--- src/scs_pkg.sv ---
// Constants, field positions and types shared by the clock synthesizer control logic
package scs_pkg;

  // ****************************************************************
  // Programming word layout (positions within the word)
  // ****************************************************************
  localparam int WORD_W      = 16;
  localparam int BIT_N1_LO   = 1;
  localparam int BIT_N1_HI   = 4;
  localparam int BIT_RSVD    = 5;
  localparam int BIT_JAM     = 6;
  localparam int BIT_DAC     = 7;
  localparam int BIT_BYP     = 8;
  localparam int BIT_ALT     = 9;
  localparam int BIT_SHIFT_CLOCK_GATE_ENABLE    = 10;
  localparam int BIT_EXTFB   = 11;
  localparam int BIT_PDRST   = 12;
  localparam int BIT_PS_LO   = 13;
  localparam int BIT_PS_HI   = 14;
  localparam int BIT_AUXCLK  = 15;
  localparam int BIT_AUXLD   = 16;

  // Power-up word: load divider code 0001, everything else clear
  localparam logic [WORD_W:1] WORD_RESET = 16'h0001;

  // ****************************************************************
  // Divider ratios and post-scaler codes
  // ****************************************************************
  localparam int RATIO_W = 5;
  localparam int N2_W    = 9;
  localparam logic [1:0] PS_DIV1 = 2'h0;
  localparam logic [1:0] PS_DIV2 = 2'h1;
  localparam logic [1:0] PS_DIV4 = 2'h2;
  localparam logic [1:0] PS_AUX  = 2'h3;
  localparam logic [1:0] PS_CNT_DIV2 = 2'h1;
  localparam logic [1:0] PS_CNT_DIV4 = 2'h3;

  // Load divider ratio from its four-bit code; undefined code 0000 falls back to four
  function automatic logic [RATIO_W-1:0] n1_ratio(input logic [3:0] code);
    logic [RATIO_W-1:0] r;
    r = 5'h04;
    if (code[3]) begin
      case (code[1:0])
        2'h0:    r = 5'h0C;
        2'h1:    r = 5'h10;
        2'h2:    r = 5'h10;
        default: r = 5'h14;
      endcase
    end else begin
      case (code[2:0])
        3'h3:    r = 5'h05;
        3'h4:    r = 5'h06;
        3'h5:    r = 5'h08;
        3'h6:    r = 5'h08;
        3'h7:    r = 5'h0A;
        default: r = 5'h04;
      endcase
    end
    return r;
  endfunction

  // Differential clock freeze sequence; each step changes one bit except DAC_WAIT back to DAC_RUN
  typedef enum logic [1:0] {
    DAC_RUN    = 2'b00,
    DAC_FROZEN = 2'b01,
    DAC_WAIT   = 2'b11
  } scs_dac_type;

endpackage

--- src/scs_div.sv ---
// Programmable clock divider advanced by a one-cycle step enable
`timescale 1ns/10ps
module scs_div #(
  parameter int W = 5
) (
  // Clock and reset
  input  wire logic         clk,
  input  wire logic         rst_n,
  // Control
  input  wire logic         hold,
  input  wire logic         step,
  input  wire logic [W-1:0] ratio,
  // Divided output
  output logic              level,
  output logic              rise
);

  // ****************************************************************
  // State
  // ****************************************************************
  typedef struct packed {
    logic [W-1:0] cnt;
    logic         lvl;
    logic         rise;
  } scs_div_type;

  scs_div_type s_reg;
  scs_div_type s_next;
  logic [W-1:0] r_eff;
  logic [W-1:0] hi_len;

  if (W < 2) begin : g_bad_width
    $error("scs_div: W must be at least 2");
  end

  // Zero ratio acts as one so the counter never runs away
  assign r_eff  = (ratio == '0) ? W'(1) : ratio;
  // High phase takes the larger half on odd ratios
  assign hi_len = r_eff - (r_eff >> 1);

  // Next state
  always_comb begin
    s_next      = s_reg;
    s_next.rise = 1'b0;
    if (hold) begin
      s_next.cnt = '0;
      s_next.lvl = 1'b0;
    end else if (step) begin
      s_next.cnt  = (s_reg.cnt >= r_eff - W'(1)) ? '0 : s_reg.cnt + W'(1);
      s_next.lvl  = (s_next.cnt < hi_len);
      s_next.rise = (s_next.cnt == '0);
    end
  end

  // State register
  always_ff @(posedge clk or negedge rst_n) begin
    if (!rst_n) begin
      s_reg <= '0;
    end else begin
      s_reg <= s_next;
    end
  end

  assign level = s_reg.lvl;
  assign rise  = s_reg.rise;

endmodule

--- src/scs_ctrl.sv ---
// Control bit decoder of the serially programmed graphics clock synthesizer
//
// Behaviour
// - Load divider ratio decoded from four-bit field
// - Divider field resets to divide-by-four code
// - Loop jam tristates detector, resets counters
// - DAC reset holds positive high, negative low
// - Toggling resumes on load output rising edge
// - Reference bypass feeds reference into post-scaler
// - Alternate loop puts dividers into feedback
// - Shift clock enable lets blanking gate output
// - External feedback select uses feedback pin
// - Detector reset enable: blanking disables locking
// - Post-scaler code 01 halves the loop frequency
// - Auxiliary mode: load bit drives load output
// - Load bit outside auxiliary mode gives F/2
// - Second divider always clocked from load output
`timescale 1ns/10ps
module scs_ctrl
  import scs_pkg::*;
(
  // Clock and reset (clock is the synthesized loop clock)
  input  wire logic              REF_CLK,
  input  wire logic              RSTN,
  // Programming word from the serial shifter
  input  wire logic [WORD_W:1]   CFG_WORD,
  input  wire logic              CFG_LOAD,
  input  wire logic [N2_W-1:0]   SECOND_DIV_RATIO,
  // Pins from outside the clock domain
  input  wire logic              BLANK_PIN,
  input  wire logic              EXTERNAL_FEEDBACK_PIN,
  input  wire logic              REFERENCE_IN,
  // Internal feedback from the loop counter chain
  input  wire logic              INTERNAL_FEEDBACK,
  // Clock outputs
  output logic                   CLK_POS,
  output logic                   CLK_NEG,
  output logic                   LOAD_CLOCK_OUTPUT,
  output logic                   SECOND_DIVIDED_OUTPUT,
  // Loop control outputs
  output logic                   DETECTOR_OE_N,
  output logic                   COUNTER_RESET,
  output logic                   LOCK_DISABLE,
  output logic                   PFD_FEEDBACK,
  output logic                   REFERENCE_BYPASS,
  output logic [RATIO_W-1:0]     LOAD_RATIO
);

  // ****************************************************************
  // State
  // ****************************************************************
  typedef struct packed {
    logic [WORD_W:1]     w;
    logic                loaded;
    logic [2:0]          blank_sy;
    logic                blank_f;
    logic [2:0]          efb_sy;
    logic                efb_f;
    logic [2:0]          ref_sy;
    logic                ref_f;
    logic [1:0]          ps_cnt;
    logic                pix_tog;
    logic                half_tog;
    scs_dac_type         st;
    logic                clk_pos;
    logic                clk_neg;
    logic                load_out;
    logic                load_rise;
    logic                second_out;
    logic                oe_n;
    logic                cnt_rst;
    logic                lock_dis;
    logic                pfd_fb;
    logic                ref_byp;
    logic [RATIO_W-1:0]  ratio;
  } scs_ctrl_type;

  scs_ctrl_type s_reg;
  scs_ctrl_type s_next;

  // Decoded fields
  logic       jam;
  logic       dac;
  logic       aux;
  logic [1:0] ps;
  logic       ref_rise;
  logic       base_en;
  logic       pix_en;
  logic       load_div_lvl;
  logic       sec_lvl;

  if (WORD_W != 16) begin : g_bad_word
    $error("scs_ctrl: programming word must be 16 bits");
  end

  // Bit five is left alone; the host keeps it at zero
  assign jam = s_reg.w[BIT_JAM];
  assign dac = s_reg.w[BIT_DAC];
  assign ps  = s_reg.w[BIT_PS_HI:BIT_PS_LO];
  assign aux = (ps == PS_AUX);
  assign ref_rise = ~s_reg.ref_f & s_reg.ref_sy[2] & s_reg.ref_sy[1]; // Filtered level rises

  // ****************************************************************
  // Post-scaler time base
  // ****************************************************************
  // Reference replaces the loop clock as post-scaler input
  assign base_en = s_reg.w[BIT_BYP] ? ref_rise : 1'b1;
  always_comb begin
    case (ps)
      PS_DIV1: pix_en = base_en;
      PS_DIV2: pix_en = base_en && (s_reg.ps_cnt[0] == PS_CNT_DIV2[0]);
      PS_DIV4: pix_en = base_en && (s_reg.ps_cnt == PS_CNT_DIV4);
      default: pix_en = 1'b0;
    endcase
  end

  // ****************************************************************
  // Dividers
  // ****************************************************************
  // Load divider counts pixel periods at the decoded ratio
  scs_div #(.W(RATIO_W)) u_load_div (
    .clk   (REF_CLK),
    .rst_n (RSTN),
    .hold  (1'b0),
    .step  (pix_en),
    .ratio (s_reg.ratio),
    .level (load_div_lvl),
    .rise  ()
  );

  // Second divider follows the load output, held while the loop is jammed
  scs_div #(.W(N2_W)) u_second_div (
    .clk   (REF_CLK),
    .rst_n (RSTN),
    .hold  (jam),
    .step  (s_reg.load_rise),
    .ratio (SECOND_DIV_RATIO),
    .level (sec_lvl),
    .rise  ()
  );

  // ****************************************************************
  // Next state
  // ****************************************************************
  always_comb begin
    s_next = s_reg;
    // Word is written whole so decoded functions never see a half update
    if (CFG_LOAD) begin
      s_next.w      = CFG_WORD;
      s_next.loaded = 1'b1;
    end
    // Three-stage synchronisers; a change counts when stages two and three agree
    s_next.blank_sy = {s_reg.blank_sy[1:0], BLANK_PIN};
    s_next.efb_sy   = {s_reg.efb_sy[1:0], EXTERNAL_FEEDBACK_PIN};
    s_next.ref_sy   = {s_reg.ref_sy[1:0], REFERENCE_IN};
    if (s_reg.blank_sy[1] == s_reg.blank_sy[2]) s_next.blank_f = s_reg.blank_sy[2];
    if (s_reg.efb_sy[1] == s_reg.efb_sy[2])     s_next.efb_f   = s_reg.efb_sy[2];
    if (s_reg.ref_sy[1] == s_reg.ref_sy[2])     s_next.ref_f   = s_reg.ref_sy[2];

    if (base_en) s_next.ps_cnt = s_reg.ps_cnt + 2'h1;
    s_next.half_tog = ~s_reg.half_tog;
    s_next.ratio    = n1_ratio(s_reg.w[BIT_N1_HI:BIT_N1_LO]);

    // Load output source: auxiliary bit, F/2 override, or load divider
    if (aux) begin
      s_next.load_out = s_reg.w[BIT_AUXLD];
    end else if (s_reg.w[BIT_AUXLD]) begin
      s_next.load_out = s_reg.half_tog;
    end else begin
      s_next.load_out = load_div_lvl;
    end
    s_next.load_rise = s_next.load_out & ~s_reg.load_out;

    // Differential clock freeze and resume
    if (pix_en) s_next.pix_tog = ~s_reg.pix_tog;
    case (s_reg.st)
      DAC_RUN:    s_next.st = DAC_RUN;
      DAC_FROZEN: s_next.st = DAC_WAIT;
      DAC_WAIT: begin
        if (s_reg.load_rise) begin
          s_next.st      = DAC_RUN;
          s_next.pix_tog = 1'b1;
        end
      end
      default: s_next.st = DAC_FROZEN;
    endcase
    if (dac) s_next.st = DAC_FROZEN;
    // Freeze beats everything; the load and second outputs keep running
    if (s_next.st != DAC_RUN) begin
      s_next.clk_pos = 1'b1;
      s_next.clk_neg = 1'b0;
    end else if (aux) begin
      s_next.clk_pos = s_reg.w[BIT_AUXCLK];
      s_next.clk_neg = ~s_reg.w[BIT_AUXCLK];
    end else begin
      s_next.clk_pos = s_next.pix_tog;
      s_next.clk_neg = ~s_next.pix_tog;
    end

    // Blanking gates the second output only when enabled
    s_next.second_out = sec_lvl & ~(s_reg.w[BIT_SHIFT_CLOCK_GATE_ENABLE] & s_reg.blank_f);

    // Loop control
    s_next.oe_n     = jam;
    s_next.cnt_rst  = jam;
    s_next.lock_dis = jam | (s_reg.w[BIT_PDRST] & s_reg.blank_f);
    s_next.ref_byp  = s_reg.w[BIT_BYP];
    if (s_reg.w[BIT_EXTFB]) begin
      s_next.pfd_fb = s_reg.efb_f;
    end else if (s_reg.w[BIT_ALT]) begin
      s_next.pfd_fb = sec_lvl;
    end else begin
      s_next.pfd_fb = INTERNAL_FEEDBACK;
    end
  end

  // State register; word comes up at the divide-by-four code
  always_ff @(posedge REF_CLK or negedge RSTN) begin
    if (!RSTN) begin
      s_reg         <= '0;
      s_reg.w       <= WORD_RESET;
      s_reg.st      <= DAC_RUN;
      s_reg.clk_neg <= 1'b1;
      s_reg.ratio   <= 5'h04;
    end else begin
      s_reg <= s_next;
    end
  end

  // ****************************************************************
  // Outputs
  // ****************************************************************
  assign CLK_POS               = s_reg.clk_pos;
  assign CLK_NEG               = s_reg.clk_neg;
  assign LOAD_CLOCK_OUTPUT     = s_reg.load_out;
  assign SECOND_DIVIDED_OUTPUT = s_reg.second_out;
  assign DETECTOR_OE_N         = s_reg.oe_n;
  assign COUNTER_RESET         = s_reg.cnt_rst;
  assign LOCK_DISABLE          = s_reg.lock_dis;
  assign PFD_FEEDBACK          = s_reg.pfd_fb;
  assign REFERENCE_BYPASS      = s_reg.ref_byp;
  assign LOAD_RATIO            = s_reg.ratio;

  // ****************************************************************
  // Assertions
  // ****************************************************************
  property p_ratio_ten;
    @(posedge REF_CLK) disable iff (!RSTN)
    (s_reg.w[BIT_N1_HI:BIT_N1_LO] == 4'h7) |=> (LOAD_RATIO == 5'h0A);
  endproperty
  a_ratio_ten: assert property (p_ratio_ten) else $error("ratio not ten");
  property p_reset_word;
    @(posedge REF_CLK) disable iff (!RSTN)
    !s_reg.loaded |-> (s_reg.w[BIT_N1_HI:BIT_N1_LO] == 4'h1);
  endproperty
  a_reset_word: assert property (p_reset_word) else $error("bad power-up code");
  property p_jam;
    @(posedge REF_CLK) disable iff (!RSTN)
    jam |=> (DETECTOR_OE_N && COUNTER_RESET && LOCK_DISABLE);
  endproperty
  a_jam: assert property (p_jam) else $error("jam not applied");
  property p_dac_hold;
    @(posedge REF_CLK) disable iff (!RSTN)
    dac |=> (CLK_POS && !CLK_NEG);
  endproperty
  a_dac_hold: assert property (p_dac_hold) else $error("clock not frozen");
  property p_wait_load;
    @(posedge REF_CLK) disable iff (!RSTN)
    (s_reg.st == DAC_WAIT && !dac && !s_reg.load_rise) |=> (CLK_POS && s_reg.st == DAC_WAIT);
  endproperty
  a_wait_load: assert property (p_wait_load) else $error("resumed early");
  property p_bypass_hold;
    @(posedge REF_CLK) disable iff (!RSTN)
    (s_reg.w[BIT_BYP] && !ref_rise && !aux && s_reg.st == DAC_RUN && !dac) |=> $stable(CLK_POS);
  endproperty
  a_bypass_hold: assert property (p_bypass_hold) else $error("toggle without ref");
  property p_ext_fb;
    @(posedge REF_CLK) disable iff (!RSTN)
    s_reg.w[BIT_EXTFB] |=> (PFD_FEEDBACK == $past(s_reg.efb_f));
  endproperty
  a_ext_fb: assert property (p_ext_fb) else $error("feedback not from pin");
  property p_gate;
    @(posedge REF_CLK) disable iff (!RSTN)
    (s_reg.w[BIT_SHIFT_CLOCK_GATE_ENABLE] && s_reg.blank_f) |=> !SECOND_DIVIDED_OUTPUT;
  endproperty
  a_gate: assert property (p_gate) else $error("second output not gated");
  property p_override;
    @(posedge REF_CLK) disable iff (!RSTN)
    (!aux && s_reg.w[BIT_AUXLD]) ##1 (!aux && s_reg.w[BIT_AUXLD])
      |=> (LOAD_CLOCK_OUTPUT != $past(LOAD_CLOCK_OUTPUT));
  endproperty
  a_override: assert property (p_override) else $error("load not at F/2");

endmodule

--- config.mk ---
export PLATFORM = sky130hd
export DESIGN_NAME = scs_ctrl
export DESIGN_NICKNAME = d
export VERILOG_FILES = /design/src/scs_pkg.sv /design/src/scs_div.sv /design/src/scs_ctrl.sv
export SDC_FILE = /design/constraint.sdc
export NUM_CORES = 1
export LEC_CHECK = 0
export ABC_AREA = 0
export BUFFER_PORTS_ARGS = -buffer_cell sky130_fd_sc_hd__buf_2
export CAP_MARGIN = 20
export CORE_MARGIN = 1.5
export CORE_UTILIZATION = 50
export CTS_CLUSTER_SIZE = 28
export DETAILED_ROUTE_END_ITERATION = 10
export PLACE_DENSITY = 0.72
export SYNTH_ARGS = -nofsm -noshare
export SYNTH_HDL_FRONTEND = slang
export SYNTH_SLANG_ARGS = --single-unit
export TNS_END_PERCENT = 20
--- constraint.sdc ---
create_clock -name REF_CLK -period 3 [get_ports REF_CLK]
set_clock_uncertainty 0.15 [all_clocks]
set_input_delay 0.15 -clock REF_CLK [delete_from_list [all_inputs] [get_ports REF_CLK]]
set_output_delay 0.15 -clock REF_CLK [all_outputs]
set_load 0.005 [all_outputs]
Word level (Yosys, flattened, before mapping)
Cells that the tools add are included.

Muxes and demuxes: 23. Add/sub/neg operators: 7. Order comparisons: 4. Bitwise logic cells: 14. Reductions and logical operators: 12. Eq/ne operators: 16.

Operators by type and width (number): 9-bit logical NOT (2); 9-bit two-way mux (2); 4-bit one-hot mux with 4 select lines (1); 5-bit two-way mux (3); 3-bit == test, second input constant (4); 11-bit two-way mux (1); 2-bit == test, second input constant (5); 10-bit two-way mux (1); 5-bit one-hot mux with 2 select lines (1); 9-bit by 1-bit adder with 9-bit output, second input constant (1); 9-bit greater-or-equal comparator (1); 9-bit less-than comparator (1); 9-bit by 1-bit subtractor with 9-bit output, second input constant (1); 9-bit by 8-bit subtractor with 9-bit output (1); 1-bit two-way mux (8); 2-bit two-way mux (4); 1-bit NOT (7); 1-bit bitwise AND (6); 2-bit by 1-bit == test with 1-bit output, second input constant (3); 2-bit logical NOT (3); 2-bit one-hot mux with 3 select lines (1); 5-bit by 1-bit adder with 5-bit output, second input constant (1); 5-bit greater-or-equal comparator (1); 5-bit logical NOT (1); 11 further kinds (16).

Register bits: 64. Word-level logic and storage cells: 101. Output and inout bits: 14.

Longest topological paths before layout
Gate-level depths: netlist (run 1).

Depth after elaboration: 12. Gate-level depth with buffers: 19.

Hierarchy
A second synthesis (run 1) with hierarchy kept.

Cells, all modules: 494. Area, all modules: 4600.7 µm².

By module, submodules not included: scs_div at u_second_div (times used 1, cells each 245, area an instance 1900.6 µm²); scs_ctrl (times used 1, cells each 138, area an instance 1810.5 µm²); scs_div at u_load_div (times used 1, cells each 111, area an instance 889.6 µm²).

Least setup slack after synthesis (run 1)
OpenSTA, ideal clock, no wires.

Path type: input to register. Start: input port SECOND_DIV_RATIO[1]. End: register u_second_div.s_reg, in the netlist u_second_div.level. Path slack: -453 ps. Stages on the path: 19. Library setup time: 126 ps. Arrival: 3177 ps. Path through: nor4_1 > a21oi_1 > ha_1 > o21ai_0 > nand2_1 > nand3_1 > xnor2_1 > ha_1 > a21oi_1 > o21ai_1 > a211oi_1 > clkbuf_8 > nand2_1 > inv_1 > ha_1 > nand4_1 > or2_2 > o21ai_0 > o31ai_1.

Longest elaborated chain between the ends: 8.

RTL lines: from (decl) (line scs_ctrl.sv:28) `input wire logic [N2_W-1:0] SECOND_DIV_RATIO,`; 9-bit logical NOT (line scs_div.sv:37) `assign r_eff = (ratio == '0) ? W'(1) : ratio;`; 9-bit two-way mux * (line scs_div.sv:37); 9-bit by 1-bit subtractor with 9-bit output (line scs_div.sv:49) `s_next.cnt = (s_reg.cnt >= r_eff - W'(1)) ? '0 : s_reg.cnt + W'(1);`; 9-bit greater-or-equal comparator (line scs_div.sv:49); 9-bit two-way mux (line scs_div.sv:49); 9-bit less-than comparator * (line scs_div.sv:50) `s_next.lvl = (s_next.cnt < hi_len);`; 11-bit two-way mux * (line scs_div.sv:48) `end else if (step) begin`; 10-bit two-way mux * (line scs_div.sv:45) `if (hold) begin`; to (signal assigned) (line scs_div.sv:60) `s_reg <= s_next;`; to (decl) (line scs_div.sv:27) `scs_div_type s_reg;`.

Every way passes the cells marked *; elsewhere a longest branch is shown, timed or not. The select of a mux whose other input is x is not followed. A chain may end at the register's enable or synchronous reset.

Worst setup path in the final report (run 1)
Start: register LOAD_RATIO[2] (netlist name). End: register u_load_div.s_reg, in the netlist u_load_div.level.

Longest elaborated chain between the ends: 6.

RTL lines (line): 5-bit logical NOT (scs_div.sv:37); 5-bit two-way mux * (scs_div.sv:37); 5-bit by 1-bit subtractor with 5-bit output (scs_div.sv:49); 5-bit greater-or-equal comparator (scs_div.sv:49); 5-bit two-way mux (scs_div.sv:49); 5-bit less-than comparator * (scs_div.sv:50); to (signal assigned) (scs_div.sv:60); to (decl) (scs_div.sv:27).

Every way passes the cells marked *; elsewhere a longest branch is shown, timed or not.

==> impl_metrics.ini, run 1 <==
[power_and_ir_drop]
vdd_drop_max_mv = 0.4044
power_per_cell_area_nw_per_um2 = 530.4
leakage_nw = 2.633

[logic_synthesis]
avgSynthCellArea_um2 = 9.858
synth-edff-count = 0
yosysWarnings = 0
async_flop_share_pct = 100.0
syn-cell-area_um2 = 4229
ys_seq_area_share_pct = 37.37
synth.most_common_cell = ha_1
synth_area_leader_cell = dfrtp_1
synth_area_leaders = dfrtp_1 36%, ha_1 18%, xnor2_1 4.6%, mux2_2 3.7%, inv_1 2.7%
ys_seq_elements = 63
synth_fp_nets = 524
synth_ff_type = dfrtp_1
yosys.cell_types.count = 56
ys_top_cells_by_count = 61 x ha_1, 60 x dfrtp_1, 30 x inv_1, 30 x nand2_1, 22 x xnor2_1
synthCells = 429
yosysTopAreaCellShare_pct = 35.50

[hold_path]
hp-class = input pin to register

[finish]
fillers = 587
nets = 635
area_growth_pct = 30.86
regArea_um2 = 1580
drive_gt1_share_pct = 33.94
multiInputGateArea_um2 = 2626
largest_reg_flops = 23
num_antenna_cells = 0
final_cell_count_no_fill = 650

[critical_path]
crit_path_start_kind = register
crit_chain = inv_1 -> a41oi_2 -> ha_2 -> nand2_2 -> xnor2_2 -> ha_1 -> a21o_1 -> a31o_4 -> a21oi_4 -> ha_4 -> a21oi_2 -> nand2_1 -> a211oi_2 -> o31ai_2 -> o21ai_1
cpPeakStageDelay_ns = 0.53
cp_max_fo = 4
end_kind = register
cp.buffers_inverters = 1
critPathKind = register to register
ff2ff_setup_slack_ns = -0.15
path_delay_family = compound AO/OA/AOI/OAI gates
slowest_stage = dfstp_2
worstPathRequired_ns = 3.11
worstPathArrival_ns = 3.26

[timing]
setup_viol = 2
post-route-period-util_pct = 104.9
worst_pin_slew_ns = 0.9205
fmax_mhz = 317.7
fin_crit_ns = 3.148
hold_viol = 0
fin_tns_setup_ns = -0.2550
setup_slack_ns = -0.1476
drv_slew = 0
rsz0062_at_grt = yes
relSlewSlack_pct = 38.63

[routing]
drt-total-wl_um = 8869
route.detailed.drc = 0
dr.pass1.iters = 4
vias = 3352
avgViaCountPerCell = 5.157
wl_per_cell_um = 13.64
drtAntennaViolNets = 0
first_iter_violations = 133

[run]
drv_cap = 0

[global_routing]
antenna_found_initial = 0
grt_max_degree = 43
grt_pass1_vias = 3304
grt_pass1_wl_um = 14700
grt_use_total_pct = 21.01
gr-total-overflow = 0

[floorplanning]
die_h_um = 94.97
die_area_um2 = 9018
start_util_pct = 51.47
ioPinCount = 46
coreArea_um2 = 8217
die_w_um = 94.97
rows = 33

[clock_tree]
clockBufferDepth = 2
worstSkewPairLatency_ns = 0.33
clockRootBuffer = clkbuf_8
htreeDepth = 3
cts_tree = yes
clock_sinks = 63
cts_made_buffers = 9
clk_pin_slew_ns = 0.07

[place]
place_congestion = 0.8475
place_inst = 611
place_hpwl_um = 6498
portBuffers = 44

[outcome]
violations = negative setup slack
status = finished, violations left
-- logic make-up after synthesis --
group	Yosys count	synth area share [%]
buffers and inverters	54	6.213
AOI/OAI and AO/OA	77	11.18
muxes	16	4.231
DFF	63	37.37
and+or+nand+nor	126	15.74
xor gates and xnor gates	28	5.799
adders and majority gates	65	19.47
-- per-layer routing --
layer	global-route usage, %	up-vias	share of wire [%]
li1	-	1701	-
met2	35.30	51	51
met3	4.348	9	2.5
met5	0	-	0
met4	6.468	0	1.1
met1	27.12	1591	45
-- metrics by stage --
step	util (%)	cell area (um2)	power [mW]	hold slack, ns	setup slack, ns
after detailed placement	59.83	4916	2.078	0.1118	-0.6069
after global routing	67.35	5534	3.161	0.09777	-0.3044
after floorplan	-	4287	1.731	-0.2956	-0.2326
final	67.35	5534	2.935	0.1033	-0.1476
after global placement	59.83	4916	2.024	0.1089	-0.4305
after CTS	65.81	5408	2.871	0.08309	-0.1891
-- final cells by class --
type / count / area share [%]
multi-input combinational: 312 / 47.46
sequential: 63 / 28.56
timing repair buffer: 124 / 16.26
clock buffer: 11 / 2.736
tap: 105 / 2.374
inverter: 30 / 2.035
clock inverter: 5 / 0.5878
-- power breakdown --
group          switching [mW]  leakage [nW]  internal [mW]
clock                   0.321        0.0873          0.341
combinational           0.565          1.78          0.598
sequential              0.130         0.762          0.980
total                    1.02          2.63           1.92
-- tightest hold or removal path, cell delays in order --
cell and delay, ns:
buf_2 0.22, nand2_1 0.11, o21ai_0 0.08
-- placed cells by master, fill, tap and decap left out, types with 4 or more instances in the layout --
cell type	n
a21o_1	4
a21oi_1	10
a21oi_2	11
a31oi_1	8
and3_1	5
buf_2	40
buf_4	59
buf_6	5
clkbuf_8	11
dfrtp_1	60
dlygate4sd3_1	20
ha_1	57
inv_1	30
mux2_2	14
nand2_1	27
nand2b_1	13
nand3_1	15
nand3b_1	4
nor2_1	18
nor2b_1	7
nor3_1	5
o21ai_0	12
o21ai_1	5
xnor2_1	20
xor2_1	6
-- worst paths after layout --
check,startpoint,end,depth (start not counted)
setup / recovery,LOAD_RATIO[2]$_DFF_PN1_,u_load_div.level$_DFFE_PN0P_,15
hold / removal,CFG_LOAD,s_reg[34]$_DFFE_PN1P_,3
setup reg to reg,LOAD_RATIO[2]$_DFF_PN1_,u_load_div.level$_DFFE_PN0P_,15
hold reg to reg,s_next[23]$_DFF_PN0_,s_next[24]$_DFF_PN0_,0
max in group asynchronous,RSTN,u_second_div.s_reg[5]$_DFFE_PN0P_,3
min in group asynchronous,RSTN,PFD_FEEDBACK$_DFF_PN0_,2
-- repair_timing --
action	4_1_cts	5_1_grt
hold endpoints to repair	56	0
gates resized for setup	25	24
setup buffers	2	1
gates cloned	0	0
endpoints found under the setup margin	2	3
hold buffers	20	0
pin swaps	30	28
(Power assumes the default switching activity.)
==> run 2: changes to the inputs <==
- clock period: 3 -> 2.6 ns (I/O delays scaled with it)
==> run 2 against run 1 <==
Effect of this change: the run still ends with negative setup slack left; core utilization is 0.56 points higher; design area increased by 0.84%; non-clock buffer count increased by 14; final cell count increased by 2.2%; clock-buffer cell count fell by 1; critical path depth is the same; register-to-register slack got worse by 0.45 ns; total power grew 18%; largest cell class unchanged.
==> impl_metrics.ini, run 2 (same netlist as run 1, synthesis figures left out) <==
[outcome]
status = finished, violations left
violations = negative setup slack

[floorplanning]
coreArea_um2 = 8217
rows = 33
start_util_pct = 51.47
die_w_um = 94.97
die_h_um = 94.97
ioPinCount = 46
die_area_um2 = 9018

[timing]
hold_viol = 0
drv_slew = 0
worst_pin_slew_ns = 0.6778
fin_crit_ns = 3.202
setup_viol = 11
fmax_mhz = 312.3
rsz0062_at_grt = yes
post-route-period-util_pct = 123.2
fin_tns_setup_ns = -1.988
setup_slack_ns = -0.6023
relSlewSlack_pct = 54.82

[clock_tree]
clockRootBuffer = clkbuf_8
cts_tree = yes
htreeDepth = 3
clock_sinks = 63
worstSkewPairLatency_ns = 0.33
clockBufferDepth = 2
clk_pin_slew_ns = 0.07
cts_made_buffers = 9

[run]
drv_cap = 0

[hold_path]
hold_path_depth = 3
hp-class = input pin to register

[place]
portBuffers = 44
place_hpwl_um = 6726
place_congestion = 0.8427

[critical_path]
crit_path_start_kind = register
worstPathArrival_ns = 3.31
end_kind = register
critPathKind = register to register
worstPathRequired_ns = 2.71
reg2reg_depth = 15
ff2ff_setup_slack_ns = -0.60
cp_max_fo = 4

[finish]
final_cell_mix = 72 x buf_4, 60 x dfrtp_1, 58 x ha_1
layout_commonest_cell = buf_4
area_growth_pct = 31.95
nets = 649
drive_gt1_share_pct = 33.99
num_antenna_cells = 0
largest_reg_flops = 23

[power_and_ir_drop]
power_per_cell_area_nw_per_um2 = 620.9
leakage_nw = 2.713
power.total_mw = 3.465
vdd_drop_max_mv = 0.5168

[routing]
avgViaCountPerCell = 5.217
drtAntennaViolNets = 0
dr.pass1.iters = 4
route.detailed.drc = 0
drt-total-wl_um = 9147
wl_per_cell_um = 13.78
first_iter_violations = 144
vias = 3464

[global_routing]
grt_max_degree = 32
gr-total-overflow = 0
antenna_found_initial = 0
grt_pass1_vias = 3459
grt_pass1_wl_um = 15370
grt_use_total_pct = 21.93
[run 2: changes by cell type in the layout (fill, tap and decap cells not counted), sizes merged]
cell,before,now
buf,104,118
bufinv,0,1
clkbuf,11,10
clkinv,2,4
clkinvlp,3,1
[run 2: path summary, 6_finish.rpt]
path / from / end
worst max-delay path: LOAD_RATIO[2]$_DFF_PN1_ / u_load_div.level$_DFFE_PN0P_
worst min-delay path: CFG_LOAD / s_reg[34]$_DFFE_PN1P_
worst max register to register: LOAD_RATIO[2]$_DFF_PN1_ / u_load_div.level$_DFFE_PN0P_
worst min register to register: s_next[27]$_DFF_PN0_ / s_next[28]$_DFF_PN0_
max in group asynchronous: RSTN / s_reg[34]$_DFFE_PN1P_
min in group asynchronous: RSTN / s_next[23]$_DFF_PN0_
[run 2: layer usage]
metal	track usage [%]	up-vias	wire length [um]
met3	3.784	8	281
met4	5.721	0	82
met2	38.75	58	4738
li1	-	1730	-
met1	27.56	1668	4044
met5	0	-	0
[run 2: power breakdown]
group          internal [mW]  switching (mW)  total (mW)
registers               1.13           0.131        1.26
logic                  0.722           0.672        1.39
clock network          0.439           0.370       0.809
total                   2.29            1.17        3.46
[run 2: repair_timing]
item	CTS	global route
setup buffers	2	1
endpoints found under the hold margin	47	0
pin swaps	20	24
resized for setup	14	15
hold buffers	20	0
endpoints found under the setup margin	12	14
[run 2: per-stage QoR]
step           worst slack (ns)  cell area (um2)  cells  hold WS [ns]  util [%]
2_1_floorplan           -0.6126             4307    429       -0.3156         -
3_3_place_gp            -0.8051             5041    625       0.04140     61.35
3_5_place_dp            -0.9649             5041    625       0.05644     61.35
4_1_cts                 -0.5676             5504    663       0.06495     66.99
5_1_grt                 -0.7656             5580    664       0.07668     67.92
6_report                -0.6023             5580    664       0.07190     67.92
[run 2: area by class of cell]
| class | instances | area, um2 |
|---|---|---|
| Clock buffer | 10 | 127.6 |
| Clock inverter | 6 | 61.31 |
| Fill cell | 622 | 2636 |
| Inverter | 30 | 112.6 |
| Multi-Input combinational cell | 312 | 2565 |
| Sequential cell | 63 | 1580 |
| Tap cell | 105 | 131.4 |
| Timing Repair Buffer | 138 | 1002 |
[run 2: critical path: stages, from the launching register on]
cell and delay (ns):
dfstp_2 0.54, inv_2 0.04, a41oi_2 0.20, ha_2 0.24, nand2_2 0.07, xnor2_2 0.14
ha_1 0.31, a21o_1 0.21, a31o_4 0.24, a21oi_4 0.15, ha_4 0.23, a21oi_2 0.11
nand2_1 0.07, a211oi_2 0.19, o31ai_2 0.10, o21ai_1 0.12
